$ cat src/verilog/sac_regs.svh
`ifndef SAC_REGS_SVH
`define SAC_REGS_SVH
// Contract
// Serial mode floats parallel data bits 12-15
// Busy high from start until result latched
// Host may use busy fall as ready
// Output bus enabled only while select, read low
// Serial clock ignored while chip select high
// Reset input aborts conversion, resets control
// Power-down finishes conversion, then inhibits
// Start falling edge holds sample, starts conversion
// Low-power mode: held start converts after acquisition; code needs fast rate low as well
// Serial result shifts out MSB first
// Unfinished serial read at completion: discard, flag
// After reset: acquire, busy low, await start

// =============================================
// Timing
`define SAC_CLK_NS 5
`define SAC_ACQ_NS 250
`define SAC_CONV_DIV 4
`define SAC_FLAG_CYCLES 4

// =============================================
// Widths and fields
`define SAC_RESULT_BITS 16
`define SAC_HIZ_LSB 12
`define SAC_HIZ_MSB 15
// Synchronised pin vector: idle has start, select and read high
`define SAC_PIN_IDLE 9'h00E

`endif

$ cat src/verilog/sac_pkg.sv
package sac_pkg;
    // Converter sequencing states
    typedef enum logic [1:0] {
        sac_st_acq,
        sac_st_wait,
        sac_st_conv,
        sac_st_done
    } sac_state_t;
endpackage

$ cat src/verilog/sac_converter_ctrl.sv
`timescale 1ns/10ps
`include "sac_regs.svh"

module sac_converter_ctrl
    import sac_pkg::*;
#(
    parameter int DATA_W = `SAC_RESULT_BITS,
    parameter int CONV_DIV = `SAC_CONV_DIV
) (
    input wire logic clock_in,
    input wire logic arst_n_in,
    input wire logic convert_start_n_in,
    input wire logic chip_select_n_in,
    input wire logic read_n_in,
    input wire logic reset_in,
    input wire logic power_down_in,
    input wire logic interface_select_in,
    input wire logic low_power_in,
    input wire logic fast_rate_in,
    input wire logic serial_clock_in,
    input wire logic comparator_in,
    output logic busy_out,
    output logic hold_out,
    output logic power_save_out,
    output logic [DATA_W-1:0] data_out,
    output logic [DATA_W-1:0] data_oe_out,
    output logic serial_result_out,
    output logic serial_result_oe_out,
    output logic incomplete_read_flag_out,
    output logic incomplete_read_flag_oe_out
);

    // =============================================
    // Constants
    localparam int ACQ_CYCLES = (`SAC_ACQ_NS + `SAC_CLK_NS - 1) / `SAC_CLK_NS;
    localparam int BW = $clog2(DATA_W);
    localparam int AW = $clog2(ACQ_CYCLES + 1);
    localparam int DW = $clog2(CONV_DIV + 1);
    localparam int DONE_MAX = 80;
    localparam logic [BW-1:0] LAST_BIT = BW'(DATA_W - 1);
    localparam logic [AW-1:0] ACQ_LAST = AW'(ACQ_CYCLES - 1);
    localparam logic [DW-1:0] DIV_LAST = DW'(CONV_DIV - 1);
    localparam logic [2:0] FLAG_LEN = 3'(`SAC_FLAG_CYCLES);

    // =============================================
    // Reset release
    logic rst_s1_reg; // First stage, only feeds the second
    logic rst_n_reg; // Design-wide reset copy

    // Release through two flops, assert at once
    always_ff @(posedge clock_in or negedge arst_n_in) begin
        if (!arst_n_in) begin
            rst_s1_reg <= 1'b0;
            rst_n_reg <= 1'b0;
        end else begin
            rst_s1_reg <= 1'b1;
            rst_n_reg <= rst_s1_reg;
        end
    end

    // =============================================
    // Pin synchronisers
    logic [8:0] pin_s1_reg; // First stage
    logic [8:0] pin_s2_reg; // Stable copy read by logic
    logic sclk_prev_reg; // Serial clock history for edges
    logic cnv_prev_reg; // Start history for falling edges

    // Every host pin is asynchronous to our clock
    always_ff @(posedge clock_in or negedge rst_n_reg) begin
        if (!rst_n_reg) begin
            pin_s1_reg <= `SAC_PIN_IDLE;
            pin_s2_reg <= `SAC_PIN_IDLE;
            sclk_prev_reg <= 1'b0;
            cnv_prev_reg <= 1'b1;
        end else begin
            pin_s1_reg <= {reset_in, power_down_in, interface_select_in, low_power_in,
                fast_rate_in, convert_start_n_in, chip_select_n_in, read_n_in,
                serial_clock_in};
            pin_s2_reg <= pin_s1_reg;
            sclk_prev_reg <= pin_s2_reg[0];
            cnv_prev_reg <= pin_s2_reg[3];
        end
    end

    logic sclk_s, rd_n_s, cs_n_s, cnv_n_s, fast_s, lowp_s, sel_s, pd_s, pin_rst;
    assign {pin_rst, pd_s, sel_s, lowp_s, fast_s, cnv_n_s, cs_n_s, rd_n_s, sclk_s} = pin_s2_reg;

    // falling start edge
    logic start_fall;
    assign start_fall = cnv_prev_reg && !cnv_n_s;
    // serial edges only while selected
    logic sclk_rise;
    assign sclk_rise = sclk_s && !sclk_prev_reg && !cs_n_s;
    // Impulse mode: low power high, fast rate low
    logic impulse;
    assign impulse = lowp_s && !fast_s;

    // =============================================
    // Conversion clock divider
    logic [DW-1:0] div_reg; // Divider count
    logic conv_tick; // One-cycle conversion clock enable
    assign conv_tick = (div_reg == DIV_LAST);

    // Free-running; a step may wait up to one divider period
    always_ff @(posedge clock_in or negedge rst_n_reg) begin
        if (!rst_n_reg) begin
            div_reg <= '0;
        end else if (conv_tick) begin
            div_reg <= '0;
        end else begin
            div_reg <= div_reg + DW'(1);
        end
    end

    // =============================================
    // Result buffer (two entries)
    logic [DATA_W-1:0] fifo_mem [2]; // Storage entries
    logic wr_ptr_reg, rd_ptr_reg; // Entry indices
    logic [1:0] fifo_cnt_reg; // Occupancy
    logic fifo_in_valid, fifo_in_ready, fifo_out_valid, fifo_out_ready;
    logic push, pop;
    logic [DATA_W-1:0] sar_reg; // Successive approximation word
    logic shift_active_reg; // Serial read under way

    assign fifo_in_ready = (fifo_cnt_reg != 2'h2);
    assign fifo_out_valid = (fifo_cnt_reg != 2'h0);
    // Drain side stalls while a serial read holds the shifter
    assign fifo_out_ready = !shift_active_reg;
    assign push = fifo_in_valid && fifo_in_ready;
    assign pop = fifo_out_valid && fifo_out_ready;

    // Buffer pointers and occupancy; reset empties it
    always_ff @(posedge clock_in or negedge rst_n_reg) begin
        if (!rst_n_reg) begin
            wr_ptr_reg <= 1'b0;
            rd_ptr_reg <= 1'b0;
            fifo_cnt_reg <= 2'h0;
        end else if (pin_rst) begin
            wr_ptr_reg <= 1'b0;
            rd_ptr_reg <= 1'b0;
            fifo_cnt_reg <= 2'h0;
        end else begin
            if (push) begin
                wr_ptr_reg <= !wr_ptr_reg;
            end
            if (pop) begin
                rd_ptr_reg <= !rd_ptr_reg;
            end
            fifo_cnt_reg <= fifo_cnt_reg + 2'(push) - 2'(pop);
        end
    end

    // Entry storage, no reset needed on data
    always_ff @(posedge clock_in) begin
        if (push) begin
            fifo_mem[wr_ptr_reg] <= sar_reg;
        end
    end

    // =============================================
    // Conversion sequencer
    sac_state_t state_reg; // Sequencer state
    logic [AW-1:0] acq_cnt_reg; // Acquisition timer
    logic [BW-1:0] bit_idx_reg; // Bit under trial
    logic pend_reg; // Start edge seen during acquisition
    logic busy_reg; // Busy flag
    logic acq_end;
    assign acq_end = (state_reg == sac_st_acq) && (acq_cnt_reg == ACQ_LAST);
    assign fifo_in_valid = (state_reg == sac_st_done);

    // One conversion in flight; a start is taken only in the acquisition or wait state
    always_ff @(posedge clock_in or negedge rst_n_reg) begin
        if (!rst_n_reg) begin
            state_reg <= sac_st_acq;
            acq_cnt_reg <= '0;
            bit_idx_reg <= '0;
            pend_reg <= 1'b0;
            sar_reg <= '0;
        end else if (pin_rst) begin
            // abort and clear
            state_reg <= sac_st_acq;
            acq_cnt_reg <= '0;
            bit_idx_reg <= '0;
            pend_reg <= 1'b0;
        end else begin
            case (state_reg)
                sac_st_acq: begin
                    // Remember an early start edge
                    if (start_fall) begin
                        pend_reg <= 1'b1;
                    end
                    if (acq_end) begin
                        acq_cnt_reg <= '0;
                        pend_reg <= 1'b0;
                        // held start in impulse mode
                        // no start while powered down
                        if (!pd_s && (pend_reg || start_fall || (impulse && !cnv_n_s))) begin
                            state_reg <= sac_st_conv;
                            bit_idx_reg <= LAST_BIT;
                            sar_reg <= {1'b1, {(DATA_W-1){1'b0}}};
                        end else begin
                            state_reg <= sac_st_wait;
                        end
                    end else begin
                        acq_cnt_reg <= acq_cnt_reg + AW'(1);
                    end
                end
                sac_st_wait: begin
                    // start edge begins conversion
                    if (start_fall && !pd_s) begin
                        state_reg <= sac_st_conv;
                        bit_idx_reg <= LAST_BIT;
                        sar_reg <= {1'b1, {(DATA_W-1){1'b0}}};
                    end
                end
                sac_st_conv: begin
                    // Decide one bit per conversion tick, MSB first
                    if (conv_tick) begin
                        if (!comparator_in) begin
                            sar_reg[bit_idx_reg] <= 1'b0;
                        end
                        if (bit_idx_reg == '0) begin
                            state_reg <= sac_st_done;
                        end else begin
                            sar_reg[bit_idx_reg - BW'(1)] <= 1'b1;
                            bit_idx_reg <= bit_idx_reg - BW'(1);
                        end
                    end
                end
                default: begin
                    // Wait for buffer room, then reacquire
                    if (fifo_in_ready) begin
                        state_reg <= sac_st_acq;
                    end
                end
            endcase
        end
    end

    // Busy set on start, cleared once the word reaches the shifter
    always_ff @(posedge clock_in or negedge rst_n_reg) begin
        if (!rst_n_reg) begin
            busy_reg <= 1'b0;
        end else if (pin_rst) begin
            // idle with busy low
            busy_reg <= 1'b0;
        end else if (state_reg == sac_st_conv) begin
            // high through conversion
            busy_reg <= 1'b1;
        end else if (pop) begin
            // low after latching
            busy_reg <= 1'b0;
        end
    end

    // =============================================
    // Output shifter and read error
    logic [DATA_W-1:0] shift_reg; // Serial shift register
    logic [DATA_W-1:0] word_reg; // Parallel result copy
    logic [BW-1:0] bit_cnt_reg; // Serial bits sent
    logic [2:0] flag_cnt_reg; // Error pulse length
    logic flag_reg; // Error flag
    logic abort;
    assign abort = fifo_out_valid && shift_active_reg;

    // New result wins over an unfinished read
    always_ff @(posedge clock_in or negedge rst_n_reg) begin
        if (!rst_n_reg) begin
            shift_reg <= '0;
            word_reg <= '0;
            bit_cnt_reg <= '0;
            shift_active_reg <= 1'b0;
        end else if (pin_rst) begin
            bit_cnt_reg <= '0;
            shift_active_reg <= 1'b0;
        end else if (pop) begin
            shift_reg <= fifo_mem[rd_ptr_reg];
            word_reg <= fifo_mem[rd_ptr_reg];
            bit_cnt_reg <= '0;
        end else if (abort) begin
            // drop the partial read
            shift_active_reg <= 1'b0;
            bit_cnt_reg <= '0;
        end else if (sclk_rise && sel_s) begin
            // shift MSB first on serial clock
            shift_reg <= {shift_reg[DATA_W-2:0], 1'b0};
            if (bit_cnt_reg == LAST_BIT) begin
                shift_active_reg <= 1'b0;
                bit_cnt_reg <= '0;
            end else begin
                shift_active_reg <= 1'b1;
                bit_cnt_reg <= bit_cnt_reg + BW'(1);
            end
        end
    end

    // Fixed-length error pulse
    always_ff @(posedge clock_in or negedge rst_n_reg) begin
        if (!rst_n_reg) begin
            flag_cnt_reg <= '0;
            flag_reg <= 1'b0;
        end else if (abort) begin
            // pulse the error flag
            flag_cnt_reg <= FLAG_LEN - 3'(1);
            flag_reg <= 1'b1;
        end else if (flag_cnt_reg != '0) begin
            flag_cnt_reg <= flag_cnt_reg - 3'(1);
        end else begin
            flag_reg <= 1'b0;
        end
    end

    // =============================================
    // Pin drive
    logic bus_en;
    // enable only with select and read low
    assign bus_en = !cs_n_s && !rd_n_s;
    assign busy_out = busy_reg;
    assign hold_out = (state_reg == sac_st_conv) || (state_reg == sac_st_done);
    // reduced power once idle
    assign power_save_out = pd_s && !hold_out;
    assign data_out = word_reg;
    // whole parallel bus, upper nibble included, floats in serial mode
    assign data_oe_out = (bus_en && !sel_s) ? '1 : '0;
    assign serial_result_out = shift_reg[DATA_W-1];
    assign serial_result_oe_out = bus_en && sel_s;
    assign incomplete_read_flag_out = flag_reg;
    assign incomplete_read_flag_oe_out = sel_s;
endmodule

$ cat config.mk
export PLATFORM = sky130hd
export DESIGN_NAME = sac_converter_ctrl
export DESIGN_NICKNAME = d
export VERILOG_FILES = /design/src/verilog/sac_pkg.sv /design/src/verilog/sac_converter_ctrl.sv
export VERILOG_INCLUDE_DIRS = /design/src /design/src/verilog
export SDC_FILE = /design/constraint.sdc
export NUM_CORES = 1
export LEC_CHECK = 0
export BUFFER_PORTS_ARGS = -buffer_cell sky130_fd_sc_hd__buf_2
export CAP_MARGIN = 25
export CORE_AREA = 3 3 120 122
export DETAILED_ROUTE_END_ITERATION = 8
export DIE_AREA = 0 0 123 125
export GPL_ROUTABILITY_DRIVEN = 0
export GPL_TIMING_DRIVEN = 0
export PLACE_DENSITY = 0.58
export SLEW_MARGIN = 15
export SYNTH_ARGS = -nofsm -noshare
export SYNTH_HDL_FRONTEND = slang
export SYNTH_SLANG_ARGS = --single-unit
$ cat constraint.sdc
create_clock -name clock_in -period 7.29 [get_ports clock_in]
set_input_delay 0.3645 -clock clock_in [delete_from_list [all_inputs] [get_ports clock_in]]
set_output_delay 0.3645 -clock clock_in [all_outputs]
set_load 0.02 [all_outputs]
; Word-level counts from Yosys, hierarchy flattened
; Memories as Yosys holds them, arrays and structs flattened.
; Cells that the tools add are included.
[totals]
reg_bits = 100
mem_bits_rw = 32
in_bits = 12
word_cells = 178
memories = 1
[op_classes]
addsub = 7
magnitude_cmp = 4
n_eq_ne = 20
mux = 65
bitwise = 4
reduce_logical = 55
[mem_list]
columns = memory, words, word_bits, rd, rd_ports_with_merged_regs, wr, line
row1 = fifo_mem, 2, 16, 1, 0, 1, sac_converter_ctrl.sv:117  ; logic [DATA_W-1:0] fifo_mem [2];
[op_table]
columns = operator, n
row1 = 16-bit two-way mux, 13
row2 = 16-bit case mux with 3 select lines, 1
row3 = 4-bit two-way mux, 11
row4 = 1-bit two-way mux, 22
row5 = 1-bit logical AND, 18
row6 = 6-bit two-way mux, 3
row7 = 16-bit bitwise AND, 1
row8 = 2-bit two-way mux, 8
row9 = 16-bit NOT, 1
row10 = 16-bit bitwise OR, 1
row11 = 3-bit != test (second input constant), 5
row12 = 3-bit nonzero test, 5
row13 = 2-bit != test (second input constant), 7
row14 = 4-bit case mux with 3 select lines, 1
row15 = 6-bit AND reduction, 2
row16 = 2-bit nonzero test, 6
row17 = 1-bit zero test, 11
row18 = 4-bit by 5-bit less-than comparator with 1-bit output (second input constant), 2
row19 = 3-bit two-way mux, 3
row20 = 1-bit demux with 4-bit select, 2
row21 = 4-bit by 1-bit >= comparator with 1-bit output (second input constant), 2
row22 = 4-bit nonzero test, 2
row23 = 6-bit by 1-bit adder with 6-bit output (second input constant), 1
row24 = 6-bit == test (second input constant), 1
row25 = 21 further kinds, 26

; Logic depth before layout (Yosys ltp)
; Gate-level depths: netlist (run 1).
[depth]
depth_word = 14
depth_mapped = 9
depth_no_buf = 7

; Worst setup path after synthesis (run 1)
; No wires, ideal clock.
[synth_timing]
path_kind = register to output
start = register pin_s2_reg[6]
end = output port data_oe_out[10]
arrival_ns = 2.055
required_time_ns = 6.925
setup_slack_ns = 4.870
path_stages_with_launch = 3
path_buffers = 1
cell_sequence = dfrtp_1 -> nor3_1 -> buf_4
[synth_between]
elab_chain_cells = 3
[synth_lines]
columns = item, line
row1 = "start, declared", sac_converter_ctrl.sv:64  ; logic [8:0] pin_s2_reg;
row2 = "start signal, assigned", sac_converter_ctrl.sv:72  ; pin_s2_reg <= `SAC_PIN_IDLE;
row3 = "start signal, assigned", sac_converter_ctrl.sv:79  ; pin_s2_reg <= pin_s1_reg;
row4 = 1-bit zero test, sac_converter_ctrl.sv:324  ; assign data_oe_out = (bus_en && !sel_s) ? '1 : '0;
row5 = 1-bit logical AND, sac_converter_ctrl.sv:324
row6 = 16-bit two-way mux, sac_converter_ctrl.sv:324
row7 = "end, declared", sac_converter_ctrl.sv:26  ; output logic [DATA_W-1:0] data_oe_out,
; No other way between the ends.

; Final worst setup path (run 1)
[layout_timing]
start = register pin_s2_reg[6]
end = output port data_oe_out[5]
; Same word-level chain as after synthesis.

==> impl_metrics.csv, run 1 <==
group,metric,value,unit
status,status,"finished, final reports clean",
floorplanning,dieArea,15400,µm²
floorplanning,rows,42,
yosys,synth_most_common_cell,"dfrtp_1",
pwr,power.density,250,nW/µm²
hold_path,min_to,"pin_s1_reg[3]$_DFF_PN1_",
yosys,synth_top_cell_by_area,"dfrtp_1",
floorplanning,die_x,123,µm
setup_path,end_kind,"primary output",
clock_network,max-clock-path-buffers,2,
setup_path,path_class,"flip-flop to primary output",
routing,drt_pre_antenna_iters,4,
sta,rsz0062_at_grt,"false",
setup_path,regToRegSetupSlack,5.07,ns
yosys,yosysWarnings,0,
global_routing,grt_max_degree,61,
routing,postRouteAntennaNets,0,
sta,fmax,427,MHz
global_routing,grt.total_usage,16.9,%
clock_network,cts_resized,0,
sta,slew_viol_final,0,
sta,hold_viol,0,
sta,finClkSkew,0.00580,ns
cells_and_area,largest_reg_flops,32,
cells_and_area,stdcell_count,803,
hold_path,min_path_type,"input port to flip-flop",
clock_network,clk_pin_slew,0.05,ns
flow_run,drv_cap,0,
hold_path,min_path_cells,1,
yosys,netlist_area,5870,µm²
setup_path,crit_top_cell,"buf_4",
routing,wl,12100,µm
cells_and_area,fin_nets,642,
hold_path,hp-start,"convert_start_n_in",
pwr,ir_drop,153,µV
cells_and_area,area_delta_synth_final,20.7,%
clock_network,insertion_delay,0.41,ns
floorplanning,io_pins,51,
pwr,cellLeakagePower,3.16,nW
setup_path,slowest_delay,0.63,ns
setup_path,required,6.93,ns
global_routing,overflow,0,
yosys,synth_area_leaders,"dfrtp_1, edfxtp_1, o21ai_0, nand2_1, a21oi_1",
global_routing,grt_first_pass_wirelength,20600,µm
sta,max_slew.worst_pin.slew,0.864,ns
floorplanning,core,13300,µm²
sta,fin_tns_setup,0,ns
yosys,ys_seq_elements,132,
yosys,synth_common_cells,"dfrtp_1, nand2_1, o21ai_0, a21oi_1, nor2_1",
yosys,syn_area_per_cell,10.8,µm²
clock_network,h-tree-depth,4,
setup_path,cp-start-kind,"flip-flop",
setup_path,reg2reg_depth,8,
routing,vias,4167,
setup_path,crit_chain,"nor3_1 -> buf_4 -> buf_4 -> buf_2",
setup_path,worstReg2RegStart,"fifo_cnt_reg[1]$_DFF_PN0_",
yosys,synthCells,541,
sta,timing.final.crit_share,32.2,%
yosys,synth_top_area_share,39.7,%
cells_and_area,drive_above_1_share,20.9,%
placed_design,io_buffers,50,
routing,drt_iter0_drc,271,
sta,finalCriticalPeriod,2.34,ns
clock_network,cts_buffers,17,
floorplanning,start_util,44.1,%
sta,setup_violations,0,
global_routing,grt_antenna_before_repair,0,
setup_path,reg2reg_to,"fifo_cnt_reg[1]$_DFF_PN0_",
routing,wl_per_cell,15.0,µm
clock_network,cts.sinks,132,
yosys,synth_ff_type,"dfrtp_1",
routing,remaining_drc_errors,0,
clock_network,cts_tree,"yes",
sta,slew-limit-headroom,42.3,%
setup_path,crit_fanout,9,
cells_and_area,largest-register,"fifo_mem",
clock_network,root_buffer,"clkbuf_16",
yosys,synth_cell_type_count,57,
clock_network,cts_setup_buffers,0,
cells_and_area,antennaDiodeCount,0,
routing,vias_per_cell,5.19,
yosys,async_flop_share,75.8,%
yosys,yosysSeqAreaShare,59.2,%
global_routing,first_global_vias,4248,
floorplanning,dieHeight,125,µm
sta,hold-worst-slack,0.0476,ns
placed_design,place.detailed.hpwl,8630,µm
yosys,synth_nets,569,
setup_path,crit_slowest_cell,"nor3_1",
placed_design,place_inst,770,
setup_path,crit_arrival,1.98,ns
yosys,synth_edf_count,32,
==> kinds of logic (layout without fill, tap and decap cells) <==
family | count (synthesis) | after routing | synth area share [%]
compound gates | 147 | 147 | 15.1
xor+xnor | 9 | 9 | 1.34
fa+ha+maj | 16 | 16 | 3.41
buf+inv | 56 | 142 | 4.76
flops | 132 | 132 | 59.2
mux | 18 | 18 | 3.07
other cells | 1 | 1 | 0.0639
simple gates | 162 | 162 | 13.0
==> through the flow <==
stage          cell area, µm²  setup slack, ns  utilization [%]  power (mW)
5_1_grt                  7080             4.77             53.2        1.83
2_1_floorplan            5870             4.31                -       0.812
4_1_cts                  7080             4.92             53.2        1.79
3_5_place_dp             6400             5.03             48.1       0.831
6_report                 7080             4.95             53.2        1.77
3_3_place_gp             6340             3.15             47.7       0.825
==> what timing repair did <==
item,CTS,global route
endpoints found under the setup margin,0,0
hold buffers,1,0
endpoints found under the hold margin,2,0
==> worst max path at each step <==
stage	end	from	slack, ns	cells after the start
floorplan	acq_cnt_reg[0]$_DFFE_PN0N_	rst_n_reg$_DFF_PN0_	4.31	0
global placement	pin_s2_reg[6]$_DFF_PN0_	rst_n_reg$_DFF_PN0_	3.15	0
detailed placement	fifo_cnt_reg[1]$_DFF_PN0_	fifo_cnt_reg[1]$_DFF_PN0_	5.03	8
CTS	data_oe_out[5]	pin_s2_reg[6]$_DFF_PN0_	4.92	4
global route	data_oe_out[5]	pin_s2_reg[6]$_DFF_PN0_	4.77	4
finish	data_oe_out[5]	pin_s2_reg[6]$_DFF_PN0_	4.95	4
==> layout make-up <==
class                      count  area (µm²)
multi-input combinational    353        2120
fill                        1192        6220
timing repair buffer          54         315
buffer                        36         204
inverter                      20        75.1
tap                          176         220
clock inverter                 8         168
clock buffer                  24         503
sequential                   132        3480
==> power breakdown <==
group	internal, mW	switching, mW	leakage, nW	total, mW
clock network	0.654	0.297	0.326	0.950
registers	0.765	0.00595	1.64	0.771
logic	0.0173	0.0280	1.20	0.0453
total	1.44	0.331	3.16	1.77
==> layer usage <==
metal,wire (µm),track usage [%],vias up
met4,267,7.04,0
met2,5730,26.7,97
met3,524,4.25,24
met5,0,0,-
met1,5550,22.0,2009
li1,-,-,2037
==> critical path, delay by kind of cell, from the launching register on <==
family	cells	cell delay, ns
flops	1	0.40
simple gates	1	0.63
buf+inv	3	0.54
==> cells in the final DEF (no fill, tap or decap), types with 4 or more instances in the layout <==
cell | netlist | layout
o31ai_1 | 5 | 5
inv_1 | 19 | 19
clkbuf_1 | 11 | 14
ha_1 | 16 | 16
mux2i_1 | 18 | 18
buf_4 | 15 | 16
and3_1 | 4 | 4
xor2_1 | 5 | 5
buf_2 | 10 | 60
dfstp_2 | 7 | 7
nor2_1 | 39 | 38
edfxtp_1 | 32 | 32
clkbuf_16 | 0 | 18
a31oi_1 | 9 | 9
a21oi_1 | 44 | 44
nand2b_1 | 11 | 11
nor3_1 | 4 | 4
bufinv_16 | 0 | 5
dfrtp_1 | 93 | 92
nor2b_1 | 10 | 10
nand3_1 | 8 | 8
xnor2_1 | 4 | 4
o21ai_0 | 52 | 52
nand2_1 | 68 | 68
o22ai_1 | 4 | 4
Note: power is estimated with default switching activity, not from simulation.
==> run 2: changes to the inputs <==
--- a/config.mk
+++ b/config.mk
@@ -13,7 +13,7 @@
 export DIE_AREA = 0 0 123 125
 export GPL_ROUTABILITY_DRIVEN = 0
 export GPL_TIMING_DRIVEN = 0
-export PLACE_DENSITY = 0.58
+export PLACE_DENSITY = 0.6
 export SLEW_MARGIN = 15
 export SYNTH_ARGS = -nofsm -noshare
 export SYNTH_HDL_FRONTEND = slang
==> constraint.sdc (replaced) <==
create_clock -name clock_in -period 1.9 [get_ports clock_in]
set_input_delay 0.095 -clock clock_in [delete_from_list [all_inputs] [get_ports clock_in]]
set_output_delay 0.095 -clock clock_in [all_outputs]
set_load 0.02 [all_outputs]
==> impl_metrics.csv, run 2 (synthesized netlist as in run 1, its figures left out) <==
group,metric,value,unit
status,status,"complete, but fails checks",
status,violations,"setup timing",
floorplanning,die_x,123,µm
floorplanning,core,13300,µm²
clock_network,root_buffer,"clkbuf_16",
global_routing,overflow,0,
hold_path,min_path_type,"input port to flip-flop",
global_routing,first_global_vias,4194,
routing,drt_pre_antenna_iters,5,
cells_and_area,final_common_cell,"dfrtp_1",
global_routing,grt.total_usage,17.1,%
floorplanning,dieHeight,125,µm
global_routing,grtUsageMet2,26.8,%
sta,slew_viol_final,0,
cells_and_area,stdcell_count,820,
setup_path,crit_fanout,5,
placed_design,dpl_cell_area,6370,µm²
routing,vias_per_cell,5.23,
setup_path,slowest_delay,0.43,ns
cells_and_area,fillCellCount,1161,
setup_path,crit_buf_inv,2,
cells_and_area,drive_above_1_share,27.6,%
cells_and_area,largest-register,"fifo_mem",
cells_and_area,fin_nets,659,
placed_design,io_buffers,50,
placed_design,place_inst,768,
clock_network,max-clock-path-buffers,2,
setup_path,required,2.23,ns
global_routing,grt_max_degree,60,
sta,hold_viol,0,
routing,wl,12500,µm
routing,remaining_drc_errors,0,
global_routing,grt_first_pass_wirelength,20700,µm
setup_path,crit_chain,"ha_2 -> buf_6 -> nand2b_4 -> o32ai_2 -> nand3_1 -> buf_6 -> or3_1 -> a21oi_2",
sta,slew-limit-headroom,50.9,%
flow_run,drv_cap,0,
placed_design,dp_slack,-0.305,ns
setup_path,crit_arrival,2.26,ns
setup_path,critical_path.top_delay_family,"simple AND/OR/NAND/NOR gates",
cells_and_area,stdcell_area,7330,µm²
sta,setup_violations,2,
pwr,total_power,6.16,mW
setup_path,end_kind,"flip-flop",
clock_network,clk_pin_slew,0.06,ns
cells_and_area,final_cell_mix,"dfrtp_1, nand2_1, buf_2, o21ai_0, a21oi_1",
sta,rsz0062_at_grt,"true",
sta,max_slew.worst_pin.slew,0.737,ns
sta,finClkSkew,0.00705,ns
sta,finalCriticalPeriod,1.93,ns
global_routing,grt.met1_usage,22.6,%
clock_network,h-tree-depth,4,
clock_network,cts.sinks,132,
routing,wl_per_cell,15.3,µm
global_routing,grtUsageMet3,5.42,%
floorplanning,rows,42,
clock_network,insertion_delay,0.41,ns
setup_path,crit_slowest_cell,"dfrtp_2",
sta,setup_slack,-0.0272,ns
pwr,ir_drop,627,µV
clock_network,cts_tree,"yes",
routing,vias,4289,
cells_and_area,antennaDiodeCount,0,
setup_path,crit_top_cell,"buf_6",
pwr,power.density,840,nW/µm²
setup_path,path_class,"flip-flop to flip-flop",
sta,fmax,519,MHz
sta,timing.final.crit_share,101,%
routing,drt_iter0_drc,353,
global_routing,grt_antenna_before_repair,0,
floorplanning,dieArea,15400,µm²
cells_and_area,area_delta_synth_final,24.9,%
floorplanning,io_pins,51,
floorplanning,start_util,44.1,%
pwr,cellLeakagePower,3.19,nW
global_routing,busiest_layer,"met2",
sta,hold-worst-slack,0.219,ns
setup_path,cp-start-kind,"flip-flop",
placed_design,place.detailed.hpwl,8400,µm
clock_network,cts_buffers,17,
cells_and_area,largest_reg_flops,32,
routing,postRouteAntennaNets,0,
[run 2: cell count changes in the layout (fill, tap and decap cells not counted), moves of 4 or more]
cell	delta
buf_4	+10
dlygate4sd3_1	+10
clkbuf_1	-9
ha_1	-7
bufinv_16	-5
buf_2	-4
clkbuf_2	+4
ha_2	+4
inv_1	-4
inv_8	+4
[run 2: cell type report]
cell class | count | area (µm²) | share of cell area (%)
Multi-Input combinational cell | 353 | 2300 | 31.4
Timing Repair Buffer | 72 | 469 | 6.40
Clock buffer | 17 | 425 | 5.81
Buffer | 35 | 231 | 3.16
Tap cell | 176 | 220 | 3.00
Inverter | 20 | 77.6 | 1.06
Clock inverter | 15 | 125 | 1.71
Sequential cell | 132 | 3480 | 47.5
[run 2: timing repair]
item | in CTS | in global routing
pin swaps | 5 | 6
endpoints found under the setup margin | 63 | 82
gates resized for setup | 24 | 36
hold buffers | 11 | 0
hold endpoints to repair | 11 | 0
setup buffers | 4 | 6
[run 2: path summary, 6_finish.rpt]
kind / from / to / slack (ns) / cells after the start
max in group asynchronous: rst_n_reg$_DFF_PN0_ / shift_reg[12]$_DFFE_PN0P_ / 0.92 / 1
min in group asynchronous: rst_n_reg$_DFF_PN0_ / pend_reg$_DFFE_PN0P_ / 0.32 / 0
worst max-delay path: state_reg[1]$_DFFE_PN0P_ / state_reg[1]$_DFFE_PN0P_ / -0.03 / 8
worst min-delay path: comparator_in / sar_reg[6]$_DFFE_PN0P_ / 0.22 / 5
worst max register to register: state_reg[1]$_DFFE_PN0P_ / state_reg[1]$_DFFE_PN0P_ / -0.03 / 8
worst min register to register: rst_n_reg$_DFF_PN0_ / pend_reg$_DFFE_PN0P_ / 0.32 / 0
[run 2: where the power goes]
group | leakage, nW | switching [mW] | total (mW) | internal, mW
Sequential | 1.63 | 0.0411 | 2.97 | 2.93
Combinational | 1.29 | 0.100 | 0.181 | 0.0814
Clock | 0.265 | 1.30 | 3.00 | 1.70
[run 2: routing by layer]
layer / wire length (µm) / share of wire [%]
met5: 0 / 0
met4: 140 / 1.1
met3: 631 / 5.0
met2: 6150 / 49
met1: 5590 / 45
[run 2: per-stage QoR]
step	util [%]	setup TNS [ns]
4_1_cts	54.0	-0.00601
3_3_place_gp	47.7	-44.68
5_1_grt	55.1	-0.392
3_5_place_dp	47.9	-5.04
2_1_floorplan	-	0
6_report	55.1	-0.0323
[run 2: worst reg2reg max path, stage by stage (launching register included)]
cell and delay, ns:
dfrtp_2 0.43, ha_2 0.20, buf_6 0.12, nand2b_4 0.06
o32ai_2 0.26, nand3_1 0.15, buf_6 0.16, or3_1 0.32
a21oi_2 0.14
==> run 3: changes to the inputs <==
--- a/config.mk
+++ b/config.mk
@@ -8,13 +8,13 @@
 export LEC_CHECK = 0
 export BUFFER_PORTS_ARGS = -buffer_cell sky130_fd_sc_hd__buf_2
 export CAP_MARGIN = 25
-export CORE_AREA = 3 3 120 122
+export CORE_AREA = 3 3 108 136
 export DETAILED_ROUTE_END_ITERATION = 8
-export DIE_AREA = 0 0 123 125
+export DIE_AREA = 0 0 111 139
 export GPL_ROUTABILITY_DRIVEN = 0
 export GPL_TIMING_DRIVEN = 0
-export PLACE_DENSITY = 0.6
-export SLEW_MARGIN = 15
+export PLACE_DENSITY = 0.58
+export SLEW_MARGIN = 20
 export SYNTH_ARGS = -nofsm -noshare
 export SYNTH_HDL_FRONTEND = slang
 export SYNTH_SLANG_ARGS = --single-unit
==> constraint.sdc (replaced) <==
create_clock -name clock_in -period 2.4 [get_ports clock_in]
set_input_delay 0.12 -clock clock_in [delete_from_list [all_inputs] [get_ports clock_in]]
set_output_delay 0.12 -clock clock_in [all_outputs]
set_load 0.02 [all_outputs]
==> impl_metrics.csv, run 3 (synthesized netlist as in run 1, its figures left out) <==
group,metric,value,unit
cells_and_area,fin_nets,649,
floorplanning,start_util,43.0,%
cells_and_area,largest_reg_flops,32,
clock_network,root_buffer,"clkbuf_16",
cells_and_area,fin_util,51.9,%
sta,rsz0062_at_grt,"false",
global_routing,grt_max_degree,51,
clock_network,insertion_delay,0.41,ns
clock_network,cts_tree,"yes",
routing,wl_per_cell,15.0,µm
hold_path,min_path_type,"input port to async pin",
sta,slew-limit-headroom,45.6,%
floorplanning,rows,48,
sta,slew_viol_final,0,
floorplanning,die_x,111,µm
cells_and_area,stdcell_area,7080,µm²
status,status,"finished, final reports clean",
setup_path,crit_slowest_cell,"dfrtp_1",
pwr,cellLeakagePower,3.15,nW
clock_network,max-clock-path-buffers,2,
routing,drt_iter0_drc,227,
setup_path,slowest_delay,0.42,ns
cells_and_area,largest-register,"fifo_mem",
pwr,power.density,718,nW/µm²
setup_path,worstReg2RegStart,"state_reg[0]$_DFFE_PN0P_",
floorplanning,io_pins,51,
floorplanning,core,13600,µm²
setup_path,crit_arrival,2.45,ns
pwr,ir_drop,492,µV
sta,setup_slack,0.243,ns
global_routing,first_global_vias,4254,
routing,drt_pre_antenna_iters,5,
setup_path,regToRegSetupSlack,0.24,ns
routing,vias,4210,
setup_path,crit_buf_inv,4,
clock_network,cts_setup_buffers,0,
routing,vias_per_cell,5.20,
setup_path,crit_fanout,10,
setup_path,crit_top_cell,"buf_2",
routing,wl,12100,µm
setup_path,cp-start-kind,"flip-flop",
global_routing,overflow,0,
setup_path,path_class,"flip-flop to flip-flop",
cells_and_area,antennaDiodeCount,0,
placed_design,place.detailed.hpwl,8530,µm
floorplanning,dieArea,15400,µm²
sta,setup_violations,0,
sta,finalCriticalPeriod,2.16,ns
setup_path,crit_chain,"inv_1 -> ha_1 -> buf_2 -> inv_2 -> o221a_2 -> o211a_1 -> buf_2 -> nand2_1 -> a22o_1",
cells_and_area,area_delta_synth_final,20.7,%
routing,postRouteAntennaNets,0,
cells_and_area,final_common_cell,"dfrtp_1",
global_routing,grt_antenna_before_repair,0,
setup_path,required,2.70,ns
global_routing,grt.total_usage,16.5,%
setup_path,startpoint,"state_reg[0]$_DFFE_PN0P_",
sta,fin_tns_setup,0,ns
sta,timing.final.crit_share,89.9,%
setup_path,critical_path.top_delay_family,"buffers and inverters",
clock_network,h-tree-depth,4,
sta,max_slew.worst_pin.slew,0.815,ns
cells_and_area,final_cell_mix,"dfrtp_1, nand2_1, buf_2, o21ai_0, a21oi_1",
clock_network,cts.sinks,132,
sta,hold_viol,0,
sta,fmax,464,MHz
routing,remaining_drc_errors,0,
setup_path,end_kind,"flip-flop",
placed_design,dpl_cell_area,6370,µm²
floorplanning,dieHeight,139,µm
cells_and_area,drive_above_1_share,21.0,%
sta,hold-worst-slack,0.0197,ns
flow_run,drv_cap,0,
placed_design,io_buffers,50,
clock_network,clk_pin_slew,0.06,ns
clock_network,cts_buffers,17,
global_routing,grt_first_pass_wirelength,20700,µm
placed_design,dp_slack,0.149,ns
sta,finClkSkew,0.0109,ns
cells_and_area,fillCellCount,1245,
## run 3: report_power, final
part | internal, mW | switching, mW
registers | 2.32 | 0.0348
clock network | 1.65 | 0.951
logic | 0.0584 | 0.0718
total | 4.03 | 1.06
## run 3: final timing paths
path                                                end  cells after the start
worst min-delay path                rst_n_reg$_DFF_PN0_                      2
worst max register to register  sar_reg[13]$_DFFE_PN0P_                      9
min in group clock_in           sar_reg[12]$_DFFE_PN0P_                      4
worst min register to register  pin_s2_reg[8]$_DFF_PN0_                      0
worst max-delay path            sar_reg[13]$_DFFE_PN0P_                      9
max in group asynchronous       pin_s1_reg[2]$_DFF_PN1_                      1
## run 3: metrics by stage
step                      total power [mW]  std cells
after floorplan                       2.47        541
after global placement                2.51        766
after detailed placement              2.52        767
after CTS                             5.15        809
after global routing                  5.27        809
final                                 5.09        809
## run 3: what timing repair did
action / in CTS / in global routing
hold buffers: 10 / 0
hold endpoints to repair: 11 / 0
gates resized for setup: 0 / 2
setup endpoints to repair: 0 / 2
## run 3: cell type report
cell class / count / area [µm²] / area share [%]
Sequential cell: 132 / 3480 / 49.1
Clock inverter: 11 / 123 / 1.73
Clock buffer: 21 / 482 / 6.80
Buffer: 36 / 205 / 2.90
Inverter: 20 / 75.1 / 1.06
Tap cell: 175 / 219 / 3.09
Timing Repair Buffer: 61 / 378 / 5.34
Multi-Input combinational cell: 353 / 2120 / 30.0
## run 3: layer usage
metal / wire length [µm] / global-route usage, %
met1: 5140 / 19.3
met2: 6120 / 28.4
met3: 607 / 4.98
met4: 245 / 6.68
met5: 0 / 0
## run 3: worst reg2reg max path: stages, from the launching register on
cell and delay [ns]:
dfrtp_1 0.42, inv_1 0.09, ha_1 0.19, buf_2 0.17
inv_2 0.16, o221a_2 0.23, o211a_1 0.26, buf_2 0.27
nand2_1 0.08, a22o_1 0.18
